### src/inc/sbra_pkg.sv
package sbra_pkg;
	// Register counts and command layout
	localparam int N_CTRL = 10;
	localparam int N_STAT = 8;
	localparam int FRAME_BITS = 16;
	localparam int ADDR_BITS = 7;
	localparam int ACC_BIT = 7;
	localparam int DATA_LSB = 8;
	localparam logic [4:0] CNT_ADDR_DONE = 5'h08;
	localparam logic [4:0] CNT_FRAME = 5'h10;
	localparam logic [4:0] CNT_MAX = 5'h1F;
	localparam logic [3:0] IDX_NONE = 4'hF;
	// Control register addresses, index 9 first
	localparam logic [9:0][6:0] CTRL_ADDR = {7'h1E, 7'h0C, 7'h08, 7'h07, 7'h06,
		7'h05, 7'h04, 7'h03, 7'h02, 7'h01};
	localparam logic [9:0][7:0] CTRL_POR = {8'h00, 8'h00, 8'h00, 8'h00, 8'h00,
		8'h00, 8'h00, 8'h14, 8'h00, 8'h00};
	localparam logic [9:0][7:0] CTRL_RST_VAL = {8'h00, 8'h00, 8'h00, 8'h00, 8'h00,
		8'h00, 8'h00, 8'h04, 8'h00, 8'h00};
	localparam logic [9:0][7:0] CTRL_KEEP = {8'hFF, 8'hFF, 8'hFF, 8'hFF, 8'hFF,
		8'hFF, 8'hFF, 8'h98, 8'hDF, 8'h07};
	localparam logic [9:0][7:0] CTRL_WMASK = {8'hFF, 8'h07, 8'h03, 8'h01, 8'h44,
		8'h1B, 8'hFB, 8'hFF, 8'hFF, 8'hDF};
	// Status register addresses, index 7 first
	localparam logic [7:0][6:0] STAT_ADDR = {7'h4C, 7'h47, 7'h46, 7'h45, 7'h44,
		7'h43, 7'h42, 7'h41};
	localparam logic [7:0][7:0] STAT_MASK = {8'hF7, 8'h07, 8'hB1, 8'h1E, 8'h67,
		8'hFF, 8'h07, 8'hFD};
	localparam logic [6:0] ADDR_WAKE_LEVEL = 7'h48;
	localparam logic [6:0] ADDR_FAMILY_ID = 7'h7E;
	// Register indices and field positions
	localparam int I_MODE = 0;
	localparam int I_HW = 1;
	localparam int I_BUS1 = 3;
	localparam int I_BUS2 = 4;
	localparam int MODE_LSB = 6;
	localparam int SUPPLY2_LSB = 3;
	localparam int FO_ON_BIT = 5;
	localparam int CAN_LSB = 0;
	localparam int LIN1_LSB = 3;
	localparam int LIN2_LSB = 0;
	localparam int LIN3_LSB = 3;
	// Mode and transceiver encodings
	localparam logic [1:0] MODE_NORMAL = 2'h0;
	localparam logic [1:0] MODE_SLEEP = 2'h1;
	localparam logic [1:0] MODE_STOP = 2'h2;
	localparam logic [1:0] MODE_SOFT_RST = 2'h3;
	localparam logic [1:0] XCVR_WAKE = 2'h1;
	localparam logic [1:0] XCVR_ON = 2'h3;
	typedef enum logic [1:0] {
		SBRA_IDLE = 2'b01,
		SBRA_FRAME = 2'b10
	} sbra_state_t;
endpackage

### src/design/sbra_regmap.sv
`timescale 1ns/100ps
module sbra_regmap import sbra_pkg::*; #(
	parameter logic [7:0] FAMILY_ID = 8'h5A
) (
	// Clock, reset, enable
	input wire logic clk_in,
	input wire logic rst_in,
	input wire logic ce_in,
	// Serial port pins
	input wire logic spi_clk_in,
	input wire logic spi_csn_in,
	input wire logic spi_sdi_in,
	output logic spi_sdo_out,
	output logic spi_sdo_oe_out,
	// Chip state
	input wire logic [1:0] mode_actual_in,
	input wire logic mode_change_in,
	input wire logic restart_in,
	input wire logic cmd_block_in,
	input wire logic failure_trigger_in,
	input wire logic wake_pin_in,
	// Status events
	input wire logic [7:0] supply_status_set_in,
	input wire logic [7:0] thermal_status_set_in,
	input wire logic [7:0] device_status_set_in,
	input wire logic [7:0] bus_failure_first_set_in,
	input wire logic [7:0] bus_failure_second_set_in,
	input wire logic [7:0] wake_source_first_set_in,
	input wire logic [7:0] wake_source_second_set_in,
	input wire logic [7:0] switcher_status_set_in,
	// Control registers
	output logic [7:0] mode_supply_control_out,
	output logic [7:0] hardware_control_out,
	output logic [7:0] watchdog_control_out,
	output logic [7:0] bus_control_first_out,
	output logic [7:0] bus_control_second_out,
	output logic [7:0] wake_control_first_out,
	output logic [7:0] wake_control_second_out,
	output logic [7:0] wake_pin_pull_control_out,
	output logic [7:0] cyclic_timer_control_out,
	output logic [7:0] system_scratch_status_out,
	// Device effects
	output logic failure_outputs_out,
	output logic soft_reset_out
);
	// Synchronisers
	logic [2:0] sclk_q;
	logic [2:0] next_sclk_q;
	logic [2:0] csn_q;
	logic [2:0] next_csn_q;
	logic [1:0] sdi_q;
	logic [1:0] next_sdi_q;
	logic [1:0] wake_q;
	logic [1:0] next_wake_q;
	always_comb begin
		next_sclk_q = {sclk_q[1:0], spi_clk_in};
		next_csn_q = {csn_q[1:0], spi_csn_in};
		next_sdi_q = {sdi_q[0], spi_sdi_in};
		next_wake_q = {wake_q[0], wake_pin_in};
	end

	always_ff @(posedge clk_in or posedge rst_in) begin
		if (rst_in) begin
			sclk_q <= 3'h0;
			csn_q <= 3'h7;
			sdi_q <= 2'h0;
			wake_q <= 2'h0;
		end else if (ce_in) begin
			sclk_q <= next_sclk_q;
			csn_q <= next_csn_q;
			sdi_q <= next_sdi_q;
			wake_q <= next_wake_q;
		end
	end
	logic sclk_rise;
	logic sclk_fall;
	logic csn_fall;
	logic csn_rise;
	assign sclk_rise = sclk_q[1] & ~sclk_q[2];
	assign sclk_fall = ~sclk_q[1] & sclk_q[2];
	assign csn_fall = ~csn_q[1] & csn_q[2];
	assign csn_rise = csn_q[1] & ~csn_q[2];

	// Address decoders and transceiver sleep encoding
	function automatic logic [3:0] ctrl_idx(input logic [6:0] a);
		ctrl_idx = IDX_NONE;
		for (int i = 0; i < N_CTRL; i++) begin
			if (CTRL_ADDR[i] == a) begin
				ctrl_idx = 4'(i);
			end
		end
	endfunction

	function automatic logic [3:0] stat_idx(input logic [6:0] a);
		stat_idx = IDX_NONE;
		for (int i = 0; i < N_STAT; i++) begin
			if (STAT_ADDR[i] == a) begin
				stat_idx = 4'(i);
			end
		end
	endfunction

	function automatic logic [1:0] xcvr_sleep(input logic [1:0] f);
		xcvr_sleep = (f == XCVR_ON) ? XCVR_WAKE : f;
	endfunction

	// Register storage
	logic [7:0] ctrl [N_CTRL];
	logic [7:0] stat [N_STAT];
	logic [7:0] next_ctrl [N_CTRL];
	logic [7:0] next_stat [N_STAT];
	logic fo;
	logic next_fo;
	logic soft_rst;
	logic next_soft_rst;
	logic [7:0] events [N_STAT];
	logic [7:0] summary;
	assign events[0] = supply_status_set_in;
	assign events[1] = thermal_status_set_in;
	assign events[2] = device_status_set_in;
	assign events[3] = bus_failure_first_set_in;
	assign events[4] = bus_failure_second_set_in;
	assign events[5] = wake_source_first_set_in;
	assign events[6] = wake_source_second_set_in;
	assign events[7] = switcher_status_set_in;
	genvar g;
	generate
		for (g = 0; g < N_STAT; g++) begin : g_sum
			assign summary[g] = |stat[g];
		end
	endgenerate

	// Frame state
	sbra_state_t state;
	sbra_state_t next_state;
	logic [4:0] cnt;
	logic [4:0] next_cnt;
	logic [15:0] rx;
	logic [15:0] next_rx;
	logic [15:0] tx;
	logic [15:0] next_tx;
	logic sdo;
	logic next_sdo;
	logic sdo_oe;
	logic next_sdo_oe;
	logic err;
	logic next_err;
	logic bad;
	logic next_bad;
	logic exec;
	logic [7:0] rd_byte;
	logic [3:0] rd_ci;
	logic [3:0] rd_si;

	// Read data for the address just received
	always_comb begin
		rd_ci = ctrl_idx(rx[ADDR_BITS-1:0]);
		rd_si = stat_idx(rx[ADDR_BITS-1:0]);
		rd_byte = 8'h00;
		if (rd_ci != IDX_NONE) begin
			rd_byte = ctrl[rd_ci];
		end else if (rd_si != IDX_NONE) begin
			rd_byte = stat[rd_si[2:0]];
		end else if (rx[ADDR_BITS-1:0] == ADDR_WAKE_LEVEL) begin
			rd_byte = {7'h00, wake_q[1]};
		end else if (rx[ADDR_BITS-1:0] == ADDR_FAMILY_ID) begin
			rd_byte = FAMILY_ID;
		end
	end

	always_comb begin
		next_state = state;
		next_cnt = cnt;
		next_rx = rx;
		next_tx = tx;
		next_sdo = sdo;
		next_sdo_oe = sdo_oe;
		next_err = err;
		next_bad = bad;
		exec = 1'b0;
		case (state)
			SBRA_IDLE: begin
				if (csn_fall) begin
					next_state = SBRA_FRAME;
					next_cnt = 5'h00;
					next_rx = 16'h0000;
					next_tx = {8'h00, summary};
					next_sdo = err;
					next_sdo_oe = 1'b1;
					next_bad = sclk_q[1];
				end
			end
			SBRA_FRAME: begin
				if (csn_rise) begin
					next_state = SBRA_IDLE;
					next_sdo_oe = 1'b0;
					next_sdo = 1'b0;
					next_err = (cnt != 5'h00 && cnt != CNT_FRAME) | bad | sclk_q[1];
					exec = (cnt == CNT_FRAME) & ~bad & ~sclk_q[1] & ~cmd_block_in;
				end else begin
					if (sclk_fall) begin
						if (cnt < CNT_FRAME) begin
							next_rx[cnt[3:0]] = sdi_q[1];
						end
						if (cnt + 5'h01 == CNT_ADDR_DONE) begin
							next_tx[15:DATA_LSB] = rd_byte;
						end
						if (cnt != CNT_MAX) begin
							next_cnt = cnt + 5'h01;
						end
					end
					if (sclk_rise && cnt < CNT_FRAME) begin
						next_sdo = tx[cnt[3:0]];
					end
				end
			end
			default: begin
				next_state = SBRA_IDLE;
				next_sdo_oe = 1'b0;
			end
		endcase
	end

	always_ff @(posedge clk_in or posedge rst_in) begin
		if (rst_in) begin
			state <= SBRA_IDLE;
			cnt <= 5'h00;
			rx <= 16'h0000;
			tx <= 16'h0000;
			sdo <= 1'b0;
			sdo_oe <= 1'b0;
			err <= 1'b0;
			bad <= 1'b0;
		end else if (ce_in) begin
			state <= next_state;
			cnt <= next_cnt;
			rx <= next_rx;
			tx <= next_tx;
			sdo <= next_sdo;
			sdo_oe <= next_sdo_oe;
			err <= next_err;
			bad <= next_bad;
		end
	end

	// Register update
	logic [3:0] wr_ci;
	logic [3:0] wr_si;
	logic wr_acc;
	logic [7:0] wdata;
	logic [7:0] wval;
	always_comb begin
		wr_ci = ctrl_idx(rx[ADDR_BITS-1:0]);
		wr_si = stat_idx(rx[ADDR_BITS-1:0]);
		wr_acc = rx[ACC_BIT];
		wdata = rx[15:DATA_LSB];
		wval = 8'h00;
		next_soft_rst = 1'b0;
		for (int i = 0; i < N_CTRL; i++) begin
			next_ctrl[i] = ctrl[i];
		end
		for (int i = 0; i < N_STAT; i++) begin
			next_stat[i] = stat[i];
		end
		if (exec && wr_acc && wr_si != IDX_NONE) begin
			next_stat[wr_si[2:0]] = 8'h00;
		end
		for (int i = 0; i < N_STAT; i++) begin
			next_stat[i] = next_stat[i] | (events[i] & STAT_MASK[i]);
		end
		if (exec && wr_acc && wr_ci != IDX_NONE) begin
			wval = (ctrl[wr_ci] & ~CTRL_WMASK[wr_ci])
				| (wdata & CTRL_WMASK[wr_ci]);
			if (wr_ci == 4'(I_MODE) && mode_actual_in != MODE_NORMAL) begin
				wval[SUPPLY2_LSB +: 2] = ctrl[I_MODE][SUPPLY2_LSB +: 2];
			end
			next_ctrl[wr_ci] = wval;
			if (wr_ci == 4'(I_MODE) && wdata[MODE_LSB +: 2] == MODE_SOFT_RST) begin
				next_soft_rst = 1'b1;
			end
		end
		if (mode_change_in) begin
			next_ctrl[I_MODE][MODE_LSB +: 2] = mode_actual_in;
			if (mode_actual_in == MODE_SLEEP) begin
				next_ctrl[I_BUS1][CAN_LSB +: 2] =
					xcvr_sleep(ctrl[I_BUS1][CAN_LSB +: 2]);
				next_ctrl[I_BUS1][LIN1_LSB +: 2] = xcvr_sleep(ctrl[I_BUS1][LIN1_LSB +: 2]);
				next_ctrl[I_BUS2][LIN2_LSB +: 2] =
					xcvr_sleep(ctrl[I_BUS2][LIN2_LSB +: 2]);
				next_ctrl[I_BUS2][LIN3_LSB +: 2] = xcvr_sleep(ctrl[I_BUS2][LIN3_LSB +: 2]);
			end
		end
		next_fo = fo | failure_trigger_in | ctrl[I_HW][FO_ON_BIT];
		if (restart_in) begin
			for (int i = 0; i < N_CTRL; i++) begin
				next_ctrl[i] = (ctrl[i] & CTRL_KEEP[i])
					| (CTRL_RST_VAL[i] & ~CTRL_KEEP[i]);
			end
		end
		if (next_soft_rst) begin
			for (int i = 0; i < N_CTRL; i++) begin
				next_ctrl[i] = CTRL_POR[i];
			end
			for (int i = 0; i < N_STAT; i++) begin
				next_stat[i] = 8'h00;
			end
			next_fo = 1'b0;
		end
	end

	always_ff @(posedge clk_in or posedge rst_in) begin
		if (rst_in) begin
			for (int i = 0; i < N_CTRL; i++) begin
				ctrl[i] <= CTRL_POR[i];
			end
			for (int i = 0; i < N_STAT; i++) begin
				stat[i] <= 8'h00;
			end
			fo <= 1'b0;
			soft_rst <= 1'b0;
		end else if (ce_in) begin
			for (int i = 0; i < N_CTRL; i++) begin
				ctrl[i] <= next_ctrl[i];
			end
			for (int i = 0; i < N_STAT; i++) begin
				stat[i] <= next_stat[i];
			end
			fo <= next_fo;
			soft_rst <= next_soft_rst;
		end
	end

	// Outputs
	assign spi_sdo_out = sdo;
	assign spi_sdo_oe_out = sdo_oe;
	assign mode_supply_control_out = ctrl[0];
	assign hardware_control_out = ctrl[1];
	assign watchdog_control_out = ctrl[2];
	assign bus_control_first_out = ctrl[3];
	assign bus_control_second_out = ctrl[4];
	assign wake_control_first_out = ctrl[5];
	assign wake_control_second_out = ctrl[6];
	assign wake_pin_pull_control_out = ctrl[7];
	assign cyclic_timer_control_out = ctrl[8];
	assign system_scratch_status_out = ctrl[9];
	assign failure_outputs_out = fo;
	assign soft_reset_out = soft_rst;
endmodule

### config.mk
export PLATFORM = sky130hd
export DESIGN_NAME = sbra_regmap
export DESIGN_NICKNAME = d
export VERILOG_FILES = /design/src/inc/sbra_pkg.sv /design/src/design/sbra_regmap.sv
export SDC_FILE = /design/constraint.sdc
export NUM_CORES = 1
export LEC_CHECK = 0
export BUFFER_PORTS_ARGS = -buffer_cell sky130_fd_sc_hd__buf_2
export CAP_MARGIN = 20
export CORE_MARGIN = 1.5
export CORE_UTILIZATION = 50
export DETAILED_ROUTE_END_ITERATION = 12
export PLACE_DENSITY_LB_ADDON = 0.08
export SYNTH_ARGS = -nofsm -noshare
export SYNTH_HDL_FRONTEND = slang
export SYNTH_SLANG_ARGS = --single-unit
export TNS_END_PERCENT = 30
### constraint.sdc
create_clock -name clk_in -period 16.4 [get_ports clk_in]
set_clock_uncertainty 0.15 [all_clocks]
set_input_delay 0 -clock clk_in [delete_from_list [all_inputs] [get_ports clk_in]]
set_output_delay 0 -clock clk_in [all_outputs]
set_load 0.01 [all_outputs]
==> results_tabular.tex, run 1 <==
\begin{tabular}{lr}
\hline
Metric & Value \\
\hline
\multicolumn{2}{l}{\textbf{Hold path}} \\
\quad Worst Hold Class & in2reg \\
\quad Hold EP & state[0] \\
\quad Critical hold path startpoint & ce\_in \\
\quad Number of cells on the worst hold path & 4 \\
\multicolumn{2}{l}{\textbf{Timing}} \\
\quad Fin Hold WS & 0.0827 ns \\
\quad Worst path setup slack after routing & 10.09 ns \\
\quad Unrepaired setup endpoints after global routing & false \\
\quad Maximum clock frequency & 159 MHz \\
\quad Final-layout setup total negative slack & 0 ns \\
\quad Worst-Margin Slew & 1.10 ns \\
\quad Final hold viol count & 0 \\
\quad Time the worst path needs with I/O delays and setup & 6.31 ns \\
\quad Post-route fraction of the period consumed by the critical path & 0.384 \\
\quad Number of setup violations in the final report & 0 \\
\quad Number of max-slew violations in the final report & 0 \\
\quad Worst rel slew slack & 0.264 \\
\multicolumn{2}{l}{\textbf{Yosys}} \\
\quad Syn. warnings & 0 \\
\quad Sequential-to-total area share from yosys stat & 0.481 \\
\quad Mapped Cells & 1075 \\
\quad Number of different library cells in the post-synthesis netlist & 88 \\
\quad Synthesized area per cell & 9.60 um\^{}2 \\
\quad Cell area after synthesis & 10300 um\^{}2 \\
\quad Most used flip-flop cell after synthesis & sky130\_fd\_sc\_hd\_\_dfrtp\_1 \\
\quad Post-synth ARST share & 1.00 \\
\quad \#FFs+latches synth & 198 \\
\quad Number of enable-type register cells in the synthesized netlist & 0 \\
\quad Syn Nets & 1164 \\
\multicolumn{2}{l}{\textbf{Worst setup path}} \\
\quad Cell breakdown of the critical path & clkinv\_1 > o21ai\_0 > nand4\_1 > inv\_2 > ha\_1 > and3\_1 > and2\_1 > nand4\_1 > o21a\_1 > o41ai\_1 \\
\quad Crit path DAT & 6.46 ns \\
\quad Required time worst endpoint & 16.56 ns \\
\quad Crit end category & flip-flop \\
\quad Critical R2R Capture & bus\_control\_second\_out[1] \\
\quad Internal reg-to-reg setup slack & 10.09 ns \\
\quad Number of cell instances on the worst register-to-register path & 10 \\
\quad Delay-heaviest family, CP & simple AND/OR/NAND/NOR gates \\
\quad Critical Path Fanout Max & 21 \\
\quad Startpoint of the most critical register-to-register path & rx[3] \\
\quad Master of the slowest instance on the critical path & sky130\_fd\_sc\_hd\_\_nand4\_1 \\
\quad CP max stage delay & 0.88 ns \\
\quad Most common cell on crit path & sky130\_fd\_sc\_hd\_\_nand4\_1 \\
\quad Nature of the critical path startpoint & flip-flop \\
\quad Critical path class & reg2reg \\
\quad Worst path buffer plus inverter count & 2 \\
\multicolumn{2}{l}{\textbf{Power}} \\
\quad Power share of the combinational group & 0.353 \\
\quad Switching part of the total power & 0.413 \\
\quad Power density over the cells & 127 nW/um\^{}2 \\
\quad Internal power & 919 uW \\
\quad Total power draw & 1570 uW \\
\quad Clock share of power & 0.282 \\
\quad Portion of total power attributed to sequential cells & 0.366 \\
\quad Peak supply drop & 0.0797 mV \\
\quad Leak Pwr & 0.00548 uW \\
\quad Total net switching power & 647 uW \\
\multicolumn{2}{l}{\textbf{Outcome}} \\
\quad Outcome & completed \\
\multicolumn{2}{l}{\textbf{Global routing}} \\
\quad Global-route wire length before repair & 51.2 mm \\
\quad Overflow left after global routing & 0 \\
\quad Initial antenna violation count & 1 \\
\quad Global Route Usage Sum & 0.308 \\
\quad Vias in the first global route & 8976 \\
\quad Pin count of the biggest net entering global routing & 123 \\
\multicolumn{2}{l}{\textbf{Drt}} \\
\quad Routed wire length & 32.4 mm \\
\quad Post-route DRC violation count & 0 \\
\quad Vias/cell & 6.14 \\
\quad Router iterations before antenna repair & 5 \\
\quad Routed wire length per instance & 21.2 um \\
\quad Drt first-iter violations & 1006 \\
\quad Vias & 9364 \\
\quad Antenna-violating nets left & 0 \\
\multicolumn{2}{l}{\textbf{Clocking}} \\
\quad Setup Buffers After CTS & 0 \\
\quad Number of H-tree levels & 4 \\
\quad Sink count of the clock tree & 198 \\
\quad Clock buffer count from CTS & 17 \\
\quad Clock slew at the register clock pins of the worst setup and hold paths & 0.08 ns \\
\quad Root buffer cell & sky130\_fd\_sc\_hd\_\_clkbuf\_16 \\
\quad Worst-case clock buffer depth & 2 \\
\quad CTS tree & built \\
\quad Source-to-sink clock delay at the later pin of the worst-skew pair & 0.45 ns \\
\multicolumn{2}{l}{\textbf{Die}} \\
\quad Area of the placeable core & 20200 um\^{}2 \\
\quad Count of standard-cell rows & 52 \\
\quad Chip width & 147 um \\
\quad Chip height & 147 um \\
\quad IO Count & 161 \\
\quad Starting utilization of the core area & 0.510 \\
\quad Overall die area & 21500 um\^{}2 \\
\multicolumn{2}{l}{\textbf{Layout}} \\
\quad Final Net Count & 1330 \\
\quad Layout-stage area growth over the synthesis result & 19.2\% \\
\quad Antenna diode count & 0 \\
\quad Non-filler instance count after layout & 1524 \\
\quad Fraction of final layout cells with drive strength greater than 1 & 0.191 \\
\quad Fill cell instance count of the final layout & 1782 \\
\multicolumn{2}{l}{\textbf{Place}} \\
\quad Detailed placement HPWL & 22.6 mm \\
\quad Port Buffer Count & 137 \\
\quad Pre-CTS WS & 10.43 ns \\
\quad Weighted congestion reported at the end of routability-driven placement & 0.938 \\
\quad Placed Cells & 1438 \\
\multicolumn{2}{l}{\textbf{Flow run}} \\
\quad Number of max-capacitance violations reported & 0 \\
\hline
\end{tabular}
-- final cells by class --
cell class | count | area (um^2) | area share
clock buffers | 17 | 425 | 0.0346
well taps | 270 | 338 | 0.0274
repair buffers | 202 | 1310 | 0.106
inverters | 29 | 116 | 0.00945
flip-flops and latches | 198 | 4960 | 0.403
clock inverters | 15 | 205 | 0.0167
multi-input cells | 793 | 4960 | 0.403
-- cell usage after synthesis (8+ instances only) --
cell type | n | area share
sky130_fd_sc_hd__o31ai_1 | 10 | 0.0073
sky130_fd_sc_hd__nand4_1 | 13 | 0.0079
sky130_fd_sc_hd__ha_1 | 12 | 0.015
sky130_fd_sc_hd__a22o_1 | 50 | 0.042
sky130_fd_sc_hd__and2_1 | 25 | 0.015
sky130_fd_sc_hd__buf_6 | 8 | 0.0087
sky130_fd_sc_hd__a21o_1 | 13 | 0.0095
sky130_fd_sc_hd__buf_2 | 17 | 0.0082
sky130_fd_sc_hd__mux2_2 | 13 | 0.014
sky130_fd_sc_hd__a21oi_1 | 55 | 0.027
sky130_fd_sc_hd__nor4_1 | 19 | 0.012
sky130_fd_sc_hd__mux2i_1 | 28 | 0.027
sky130_fd_sc_hd__nand2_1 | 155 | 0.056
sky130_fd_sc_hd__clkbuf_1 | 24 | 0.0087
sky130_fd_sc_hd__o22ai_1 | 30 | 0.018
sky130_fd_sc_hd__a22oi_1 | 8 | 0.0058
sky130_fd_sc_hd__o21ai_0 | 74 | 0.036
sky130_fd_sc_hd__nor2b_1 | 11 | 0.0067
sky130_fd_sc_hd__dfrtp_1 | 192 | 0.47
sky130_fd_sc_hd__nor3_1 | 16 | 0.0078
sky130_fd_sc_hd__inv_1 | 27 | 0.0098
sky130_fd_sc_hd__nor2_1 | 58 | 0.021
sky130_fd_sc_hd__o21ai_1 | 34 | 0.016
sky130_fd_sc_hd__nand3_1 | 41 | 0.020
sky130_fd_sc_hd__and3_1 | 10 | 0.0061
-- worst min-delay path, cell delays in order --
cell and delay [ns]:
sky130_fd_sc_hd__buf_2 0.10, sky130_fd_sc_hd__buf_4 0.29, sky130_fd_sc_hd__nand3b_1 0.20, sky130_fd_sc_hd__a21oi_1 0.07
-- power by group through the flow --
| stage | clock [uW] | combinational, uW | sequential [uW] |
|---|---|---|---|
| 3_3_place_gp | 0 | 521 | 580 |
| 5_1_grt | 465 | 589 | 577 |
| 3_5_place_dp | 0 | 524 | 580 |
| 2_1_floorplan | 0 | 379 | 550 |
| 6_report | 441 | 552 | 572 |
| 4_1_cts | 444 | 535 | 571 |
-- kinds of logic after synthesis --
group,Yosys count,synth area share
AND/OR/NAND/NOR,395,0.193
AO/OA/AOI/OAI,336,0.215
flip-flops,198,0.481
buffers and inverters,84,0.0395
multiplexers,47,0.0544
adder cells (fa/ha/maj),12,0.0145
XOR/XNOR,3,0.00255
-- registers in the layout (all words and copies together), names as in the netlist, 8 cells and up --
register	flops
bus_control_first_out	8
bus_control_second_out	8
cyclic_timer_control_out	8
hardware_control_out	8
mode_supply_control_out	8
rx	16
stat	64
system_scratch_status_out	8
tx	16
wake_control_first_out	8
wake_control_second_out	8
wake_pin_pull_control_out	8
watchdog_control_out	8
-- timing repair --
| item | CTS | global route |
|---|---|---|
| hold endpoints to repair | 166 | 0 |
| hold buffers | 53 | 0 |
| gates resized for setup | 0 | 0 |
-- worst max path at each step --
stage,slack (ns),cells after the start,endpoint,from
floorplan,10.86,1,bad,rst_in
global placement,10.44,11,bus_control_second_out[3],rx[3]
detailed placement,10.43,11,bus_control_second_out[3],rx[3]
CTS,10.41,10,bus_control_second_out[1],rx[3]
global route,9.81,11,bus_control_second_out[3],rx[3]
finish,10.09,10,bus_control_second_out[1],rx[3]
-- through the flow --
| stage | instance area [um^2] | utilization |
|---|---|---|
| 3_5_place_dp | 11100 | 0.551 |
| 2_1_floorplan | 10300 | - |
| 4_1_cts | 12300 | 0.608 |
| 5_1_grt | 12300 | 0.608 |
| 6_report | 12300 | 0.608 |
| 3_3_place_gp | 11100 | 0.551 |
-- cells in the final DEF, fill, tap and decap left out, types with 17 or more instances in the layout --
cell / Yosys / routed
sky130_fd_sc_hd__nand3_1: 41 / 41
sky130_fd_sc_hd__nand2_1: 155 / 155
sky130_fd_sc_hd__o21ai_1: 34 / 34
sky130_fd_sc_hd__dlygate4sd3_1: 0 / 53
sky130_fd_sc_hd__nor2_1: 58 / 58
sky130_fd_sc_hd__o21ai_0: 74 / 73
sky130_fd_sc_hd__mux2i_1: 28 / 28
sky130_fd_sc_hd__a22o_1: 50 / 50
sky130_fd_sc_hd__inv_1: 27 / 26
sky130_fd_sc_hd__dfrtp_1: 192 / 192
sky130_fd_sc_hd__and2_1: 25 / 25
sky130_fd_sc_hd__clkbuf_16: 0 / 17
sky130_fd_sc_hd__o22ai_1: 30 / 30
sky130_fd_sc_hd__buf_2: 17 / 137
sky130_fd_sc_hd__a21oi_1: 55 / 55
sky130_fd_sc_hd__nor4_1: 19 / 19
-- layer usage --
| layer | track usage | wire [um] | vias to the layer above |
|---|---|---|---|
| met1 | 0.460 | 14800 | 4607 |
| met4 | 0.0889 | 582 | 4 |
| met2 | 0.444 | 14200 | 401 |
| li1 | - | - | 4301 |
| met5 | 0.0227 | 73 | - |
| met3 | 0.0727 | 2680 | 51 |
(Power assumes the default switching activity.)
==> run 2: changes to the inputs <==
clock period = 5.6 ns   (was 16.4 ns; I/O delays follow)
==> results_tabular.tex, run 2 (synthesized netlist as in run 1, its figures left out) <==
\begin{tabular}{lr}
\hline
Metric & Value \\
\hline
\multicolumn{2}{l}{\textbf{Worst setup path}} \\
\quad Required time worst endpoint & 5.84 ns (-10.72 ns) \\
\quad Critical path class & reg2reg \\
\quad Nature of the critical path startpoint & flip-flop \\
\quad Crit end category & flip-flop \\
\quad Crit path DAT & 4.94 ns (-1.52 ns) \\
\quad Critical Path Fanout Max & 21 (unchanged) \\
\multicolumn{2}{l}{\textbf{Place}} \\
\quad Placed Cells & 1445 (+0.49\%) \\
\quad Detailed placement HPWL & 23.1 mm (+2.6\%) \\
\quad Port Buffer Count & 137 (unchanged) \\
\quad Placement Cell Area & 11200 um\^{}2 (+0.47\%) \\
\quad Weighted congestion reported at the end of routability-driven placement & 0.938 (unchanged) \\
\multicolumn{2}{l}{\textbf{Layout}} \\
\quad Fill cell instance count of the final layout & 1776 (-0.34\%) \\
\quad Area of all placed cells without fillers & 12400 um\^{}2 (+0.46\%) \\
\quad Final Net Count & 1337 (+0.53\%) \\
\quad Non-filler instance count after layout & 1531 (+0.46\%) \\
\quad Max FFs per register & 64 (unchanged) \\
\quad Most frequent cells in the layout & sky130\_fd\_sc\_hd\_\_dfrtp\_1 (192), sky130\_fd\_sc\_hd\_\_nand2\_1 (155), sky130\_fd\_sc\_hd\_\_buf\_2 (137), sky130\_fd\_sc\_hd\_\_o21ai\_0 (73), sky130\_fd\_sc\_hd\_\_nor2\_1 (58) \\
\quad Largest registers & stat (64), rx (16), tx (16) \\
\quad Most common cell after layout, fill and taps aside & sky130\_fd\_sc\_hd\_\_dfrtp\_1 \\
\quad Layout-stage area growth over the synthesis result & 19.8\% \\
\quad Antenna diode count & 0 (unchanged) \\
\quad Register bank with the most flops & stat \\
\quad Fraction of final layout cells with drive strength greater than 1 & 0.195 (+0.00370) \\
\multicolumn{2}{l}{\textbf{Clocking}} \\
\quad Source-to-sink clock delay at the later pin of the worst-skew pair & 0.45 ns (about the same) \\
\quad Worst-case clock buffer depth & 2 (unchanged) \\
\quad Clock buffer count from CTS & 17 (unchanged) \\
\quad Sink count of the clock tree & 198 (unchanged) \\
\quad Root buffer cell & sky130\_fd\_sc\_hd\_\_clkbuf\_16 \\
\quad Clock slew at the register clock pins of the worst setup and hold paths & 0.08 ns (about the same) \\
\quad Number of H-tree levels & 4 (unchanged) \\
\quad Setup Buffers After CTS & 0 (unchanged) \\
\quad CTS tree & built \\
\multicolumn{2}{l}{\textbf{Hold path}} \\
\quad Worst Hold Class & in2reg \\
\multicolumn{2}{l}{\textbf{Global routing}} \\
\quad Initial antenna violation count & 1 (unchanged) \\
\quad Global Route Usage Sum & 0.316 (+0.00757) \\
\quad Global-route wire length before repair & 52.4 mm (+2.3\%) \\
\quad Pin count of the biggest net entering global routing & 73 (-41\%) \\
\quad Overflow left after global routing & 0 (unchanged) \\
\quad Vias in the first global route & 9065 (+0.99\%) \\
\multicolumn{2}{l}{\textbf{Drt}} \\
\quad Drt first-iter violations & 1096 (+8.9\%) \\
\quad Routed wire length & 33.1 mm (+2.4\%) \\
\quad Vias & 9481 (+1.2\%) \\
\quad Vias/cell & 6.19 (+0.79\%) \\
\quad Post-route DRC violation count & 0 (unchanged) \\
\quad Routed wire length per instance & 21.6 um (+1.9\%) \\
\quad Router iterations before antenna repair & 5 (unchanged) \\
\quad Antenna-violating nets left & 0 (unchanged) \\
\multicolumn{2}{l}{\textbf{Timing}} \\
\quad Worst-Margin Slew & 0.933 ns (-0.168 ns) \\
\quad Number of max-slew violations in the final report & 0 (unchanged) \\
\quad Fin Hold WS & 0.0736 ns (-0.00904 ns) \\
\quad Final-layout setup total negative slack & 0 ns (unchanged) \\
\quad Time the worst path needs with I/O delays and setup & 4.70 ns (-1.60 ns) \\
\quad Number of setup violations in the final report & 0 (unchanged) \\
\quad Worst rel slew slack & 0.378 (+0.114) \\
\quad Maximum clock frequency & 213 MHz (+34\%) \\
\quad Final hold viol count & 0 (unchanged) \\
\quad Post-route fraction of the period consumed by the critical path & 0.839 (+0.455) \\
\quad Unrepaired setup endpoints after global routing & false \\
\multicolumn{2}{l}{\textbf{Power}} \\
\quad Peak supply drop & 0.220 mV (+180\%) \\
\quad Leak Pwr & 0.00552 uW (+0.77\%) \\
\quad Total power draw & 4630 uW (+200\%) \\
\quad Power density over the cells & 374 nW/um\^{}2 (+190\%) \\
\multicolumn{2}{l}{\textbf{Die}} \\
\quad Starting utilization of the core area & 0.510 (unchanged) \\
\quad Overall die area & 21500 um\^{}2 (unchanged) \\
\quad Chip height & 147 um (unchanged) \\
\quad Count of standard-cell rows & 52 (unchanged) \\
\quad Chip width & 147 um (unchanged) \\
\quad IO Count & 161 (unchanged) \\
\quad Area of the placeable core & 20200 um\^{}2 (unchanged) \\
\multicolumn{2}{l}{\textbf{Outcome}} \\
\quad Outcome & completed \\
\multicolumn{2}{l}{\textbf{Flow run}} \\
\quad Number of max-capacitance violations reported & 0 (unchanged) \\
\hline
\end{tabular}
[run 2: cell count changes in the layout (fill, tap and decap cells not counted)]
cell / before / now
sky130_fd_sc_hd__dlygate4sd3_1: 53 / 54
sky130_fd_sc_hd__clkinvlp_4: 2 / 1
sky130_fd_sc_hd__clkinv_8: 6 / 3
sky130_fd_sc_hd__inv_6: 0 / 4
sky130_fd_sc_hd__inv_12: 0 / 1
sky130_fd_sc_hd__buf_4: 12 / 18
sky130_fd_sc_hd__inv_8: 5 / 4
sky130_fd_sc_hd__bufinv_16: 1 / 2
sky130_fd_sc_hd__clkinv_2: 0 / 1
sky130_fd_sc_hd__clkinv_4: 2 / 0
[run 2: final cells by class]
| class | instances | area, um^2 | area share |
|---|---|---|---|
| repair buffers | 209 | 1360 | 0.110 |
| inverters | 29 | 116 | 0.00941 |
| clock buffers | 17 | 425 | 0.0344 |
| well taps | 270 | 338 | 0.0273 |
| clock inverters | 15 | 206 | 0.0167 |
| flip-flops and latches | 198 | 4960 | 0.401 |
| multi-input cells | 793 | 4960 | 0.401 |
[run 2: worst paths after layout]
kind                             start                         end  slack, ns  cells past startpoint
max in group asynchronous       rst_in   bus_control_second_out[3]       3.44                      5
min in group asynchronous       rst_in                   sclk_q[1]       0.57                      4
worst min register to register  tx[10]                      tx[10]       0.33                      2
worst max register to register   rx[3]  mode_supply_control_out[6]       0.90                     12
worst min-delay path             ce_in                    state[0]       0.07                      4
worst max-delay path             rx[3]  mode_supply_control_out[6]       0.90                     12
[run 2: power by group]
| part | switching (uW) | internal, uW | leakage, uW | total, uW |
|---|---|---|---|---|
| Sequential | 144 | 1530 | 0.00246 | 1670 |
| Clock | 642 | 691 | 0.000306 | 1330 |
| Combinational | 1100 | 525 | 0.00276 | 1620 |
[run 2: worst max-delay path, cell delays in order, from the launching register on]
cell and delay, ns:
sky130_fd_sc_hd__dfrtp_1 0.78, sky130_fd_sc_hd__clkinv_1 0.39, sky130_fd_sc_hd__o21ai_0 0.29, sky130_fd_sc_hd__nand4_1 0.12
sky130_fd_sc_hd__buf_4 0.23, sky130_fd_sc_hd__inv_2 0.08, sky130_fd_sc_hd__buf_4 0.28, sky130_fd_sc_hd__ha_1 0.46
sky130_fd_sc_hd__o21ai_0 0.23, sky130_fd_sc_hd__mux2i_1 0.54, sky130_fd_sc_hd__a21boi_0 0.21, sky130_fd_sc_hd__o41ai_1 0.28
sky130_fd_sc_hd__dlygate4sd3_1 0.59
[run 2: per-stage QoR]
step | setup slack, ns | utilization
after floorplan | 0.0626 | -
after global placement | 1.49 | 0.553
after detailed placement | 1.47 | 0.553
after CTS | 1.12 | 0.611
after global routing | 0.640 | 0.611
final | 0.900 | 0.611
[run 2: repair_timing]
item	CTS	global route
resized for setup	0	0
hold endpoints to repair	110	0
hold buffers	54	0
endpoints found under the setup margin	0	0
[run 2: per-layer routing]
| layer | vias to the layer above | track usage | part of all wire |
|---|---|---|---|
| met5 | - | 0 | 0.00036 |
| met3 | 56 | 0.0571 | 0.081 |
| li1 | 4306 | - | - |
| met1 | 4679 | 0.478 | 0.46 |
| met2 | 438 | 0.458 | 0.44 |
| met4 | 2 | 0.0995 | 0.023 |
==> run 3: changes to the inputs <==
clock period = 3.95 ns   (was 5.6 ns; I/O delays follow)
==> results_tabular.tex, run 3 (synthesized netlist as in run 1, its figures left out) <==
\begin{tabular}{lr}
\hline
Metric & Value \\
\hline
\multicolumn{2}{l}{\textbf{Clocking}} \\
\quad Clock slew at the register clock pins of the worst setup and hold paths & 0.08 ns (about the same) \\
\quad Root buffer cell & sky130\_fd\_sc\_hd\_\_clkbuf\_16 \\
\quad Source-to-sink clock delay at the later pin of the worst-skew pair & 0.45 ns (about the same) \\
\quad CTS tree & built \\
\quad Setup Buffers After CTS & 0 (unchanged) \\
\quad Number of H-tree levels & 4 (unchanged) \\
\quad Clock buffer count from CTS & 17 (unchanged) \\
\quad Worst-case clock buffer depth & 2 (unchanged) \\
\quad Sink count of the clock tree & 198 (unchanged) \\
\multicolumn{2}{l}{\textbf{Power}} \\
\quad Power density over the cells & 529 nW/um\^{}2 (+42\%) \\
\quad Peak supply drop & 0.297 mV (+35\%) \\
\quad Total net switching power & 2730 uW (+45\%) \\
\quad Switching part of the total power & 0.407 (-0.000558) \\
\quad Leak Pwr & 0.00568 uW (+2.8\%) \\
\quad Total power draw & 6710 uW (+45\%) \\
\quad Power share of the combinational group & 0.378 (+0.027) \\
\quad Clock share of power & 0.276 (-0.012) \\
\quad Internal power & 3980 uW (+45\%) \\
\quad Portion of total power attributed to sequential cells & 0.346 (-0.015) \\
\multicolumn{2}{l}{\textbf{Layout}} \\
\quad Most common cell after layout, fill and taps aside & sky130\_fd\_sc\_hd\_\_dfrtp\_1 \\
\quad Fraction of final layout cells with drive strength greater than 1 & 0.216 (+0.0213) \\
\quad Largest registers & stat (64), rx (16), tx (16) \\
\quad Most frequent cells in the layout & sky130\_fd\_sc\_hd\_\_dfrtp\_1 (190), sky130\_fd\_sc\_hd\_\_nand2\_1 (155), sky130\_fd\_sc\_hd\_\_buf\_2 (137), sky130\_fd\_sc\_hd\_\_o21ai\_0 (73), sky130\_fd\_sc\_hd\_\_nor2\_1 (58) \\
\quad Layout-stage area growth over the synthesis result & 22.7\% \\
\quad Antenna diode count & 0 (unchanged) \\
\quad Register bank with the most flops & stat \\
\quad Final Net Count & 1370 (+2.5\%) \\
\quad Max FFs per register & 64 (unchanged) \\
\multicolumn{2}{l}{\textbf{Hold path}} \\
\quad Worst Hold Class & in2reg \\
\multicolumn{2}{l}{\textbf{Drt}} \\
\quad Routed wire length per instance & 21.3 um (-1.5\%) \\
\quad Vias & 9756 (+2.9\%) \\
\quad Antenna-violating nets left & 0 (unchanged) \\
\quad Router iterations before antenna repair & 6 (+1) \\
\quad Routed wire length & 33.4 mm (+0.62\%) \\
\quad Drt first-iter violations & 1182 (+7.8\%) \\
\quad Post-route DRC violation count & 0 (unchanged) \\
\quad Vias/cell & 6.24 (+0.73\%) \\
\multicolumn{2}{l}{\textbf{Timing}} \\
\quad Maximum clock frequency & 267 MHz (+25\%) \\
\quad Number of max-slew violations in the final report & 0 (unchanged) \\
\quad Post-route fraction of the period consumed by the critical path & 0.949 (+0.110) \\
\quad Unrepaired setup endpoints after global routing & false \\
\quad Worst-Margin Slew & 0.971 ns (+0.0380 ns) \\
\quad Time the worst path needs with I/O delays and setup & 3.75 ns (-0.950 ns) \\
\quad Fin Hold WS & 0.154 ns (+0.0800 ns) \\
\quad Final-layout setup total negative slack & 0 ns (unchanged) \\
\quad Worst rel slew slack & 0.351 (-0.0267) \\
\quad Final hold viol count & 0 (unchanged) \\
\quad Number of setup violations in the final report & 0 (unchanged) \\
\multicolumn{2}{l}{\textbf{Worst setup path}} \\
\quad Required time worst endpoint & 4.19 ns (-1.65 ns) \\
\quad Critical Path Fanout Max & 20 (-4.8\%) \\
\quad CP max stage delay & 0.59 ns (-0.19 ns) \\
\quad Cell breakdown of the critical path & buf\_4 > and4bb\_2 > o21ai\_2 > buf\_4 > ha\_1 > o311ai\_2 > nand2\_2 > nor2\_1 > o31ai\_1 > nand2\_1 > o41ai\_1 > dlygate4sd3\_1 \\
\quad Nature of the critical path startpoint & flip-flop \\
\quad Crit path DAT & 3.99 ns (-0.95 ns) \\
\quad Critical path class & reg2reg \\
\quad Master of the slowest instance on the critical path & sky130\_fd\_sc\_hd\_\_dlygate4sd3\_1 \\
\quad Most common cell on crit path & sky130\_fd\_sc\_hd\_\_buf\_4 \\
\quad Crit end category & flip-flop \\
\multicolumn{2}{l}{\textbf{Place}} \\
\quad Weighted congestion reported at the end of routability-driven placement & 0.941 (+0.37\%) \\
\quad Detailed placement HPWL & 23.8 mm (+2.7\%) \\
\quad Port Buffer Count & 137 (unchanged) \\
\multicolumn{2}{l}{\textbf{Global routing}} \\
\quad Initial antenna violation count & 0 (-1) \\
\quad Global-route wire length before repair & 52.7 mm (+0.61\%) \\
\quad Vias in the first global route & 9119 (+0.60\%) \\
\quad Global Route Usage Sum & 0.317 (+0.000945) \\
\quad Overflow left after global routing & 0 (unchanged) \\
\quad Pin count of the biggest net entering global routing & 71 (-2.7\%) \\
\multicolumn{2}{l}{\textbf{Die}} \\
\quad Overall die area & 21500 um\^{}2 (unchanged) \\
\quad Starting utilization of the core area & 0.510 (unchanged) \\
\quad IO Count & 161 (unchanged) \\
\quad Count of standard-cell rows & 52 (unchanged) \\
\quad Chip width & 147 um (unchanged) \\
\quad Area of the placeable core & 20200 um\^{}2 (unchanged) \\
\quad Chip height & 147 um (unchanged) \\
\multicolumn{2}{l}{\textbf{Flow run}} \\
\quad Number of max-capacitance violations reported & 0 (unchanged) \\
\multicolumn{2}{l}{\textbf{Outcome}} \\
\quad Outcome & completed \\
\hline
\end{tabular}
run 3: what timing repair did:
action | in CTS | in global routing
gates resized for setup | 0 | 3
hold buffers | 56 | 0
setup endpoints to repair | 0 | 6
hold endpoints to repair | 95 | 0
run 3: final cells by class:
type,count,area (um^2)
fill,1721,7570
tap,270,338
multi-input combinational,793,4960
clock inverter,15,210
timing repair buffer,242,1650
inverter,29,113
clock buffer,17,425
sequential,198,4960
run 3: critical path: cells and delay by family, from the launching register on:
| kind | cells | cell delay [ns] |
|---|---|---|
| buffers and inverters | 3 | 1.15 |
| AOI/OAI and AO/OA | 4 | 0.93 |
| and+or+nand+nor | 4 | 0.72 |
| DFF | 1 | 0.46 |
| adders and majority gates | 1 | 0.27 |
run 3: final timing paths:
check | start | to | slack (ns) | cells past startpoint
hold / removal | switcher_status_set_in[5] | stat[5] | 0.15 | 3
setup / recovery | rx[2] | mode_supply_control_out[7] | 0.20 | 12
hold reg to reg | tx[7] | tx[7] | 0.33 | 1
min in group asynchronous | rst_in | spi_sdo_out | 0.16 | 3
setup reg to reg | rx[2] | mode_supply_control_out[7] | 0.20 | 12
max in group asynchronous | rst_in | stat[26] | 2.58 | 4
run 3: routing by layer:
metal  share of wire  global-route usage
met1            0.45               0.482
met2            0.44               0.461
met3           0.087              0.0593
met4           0.021              0.0884
met5               0                   0
run 3: metrics by stage:
step	util	cells	area (um^2)	worst slack, ns
2_1_floorplan	-	1075	10300	0.353
3_3_place_gp	0.566	1476	11500	0.394
3_5_place_dp	0.566	1476	11500	0.325
4_1_cts	0.626	1564	12700	0.233
5_1_grt	0.626	1564	12700	0.0474
6_report	0.626	1564	12700	0.200
run 3: power groups by stage:
stage	Combinational (uW)	Clock, uW	Sequential [uW]
6_report	2530	1850	2320
5_1_grt	2690	1960	2340
4_1_cts	2450	1870	2310
3_5_place_dp	2390	0	2350
3_3_place_gp	2380	0	2350
2_1_floorplan	1570	0	2290
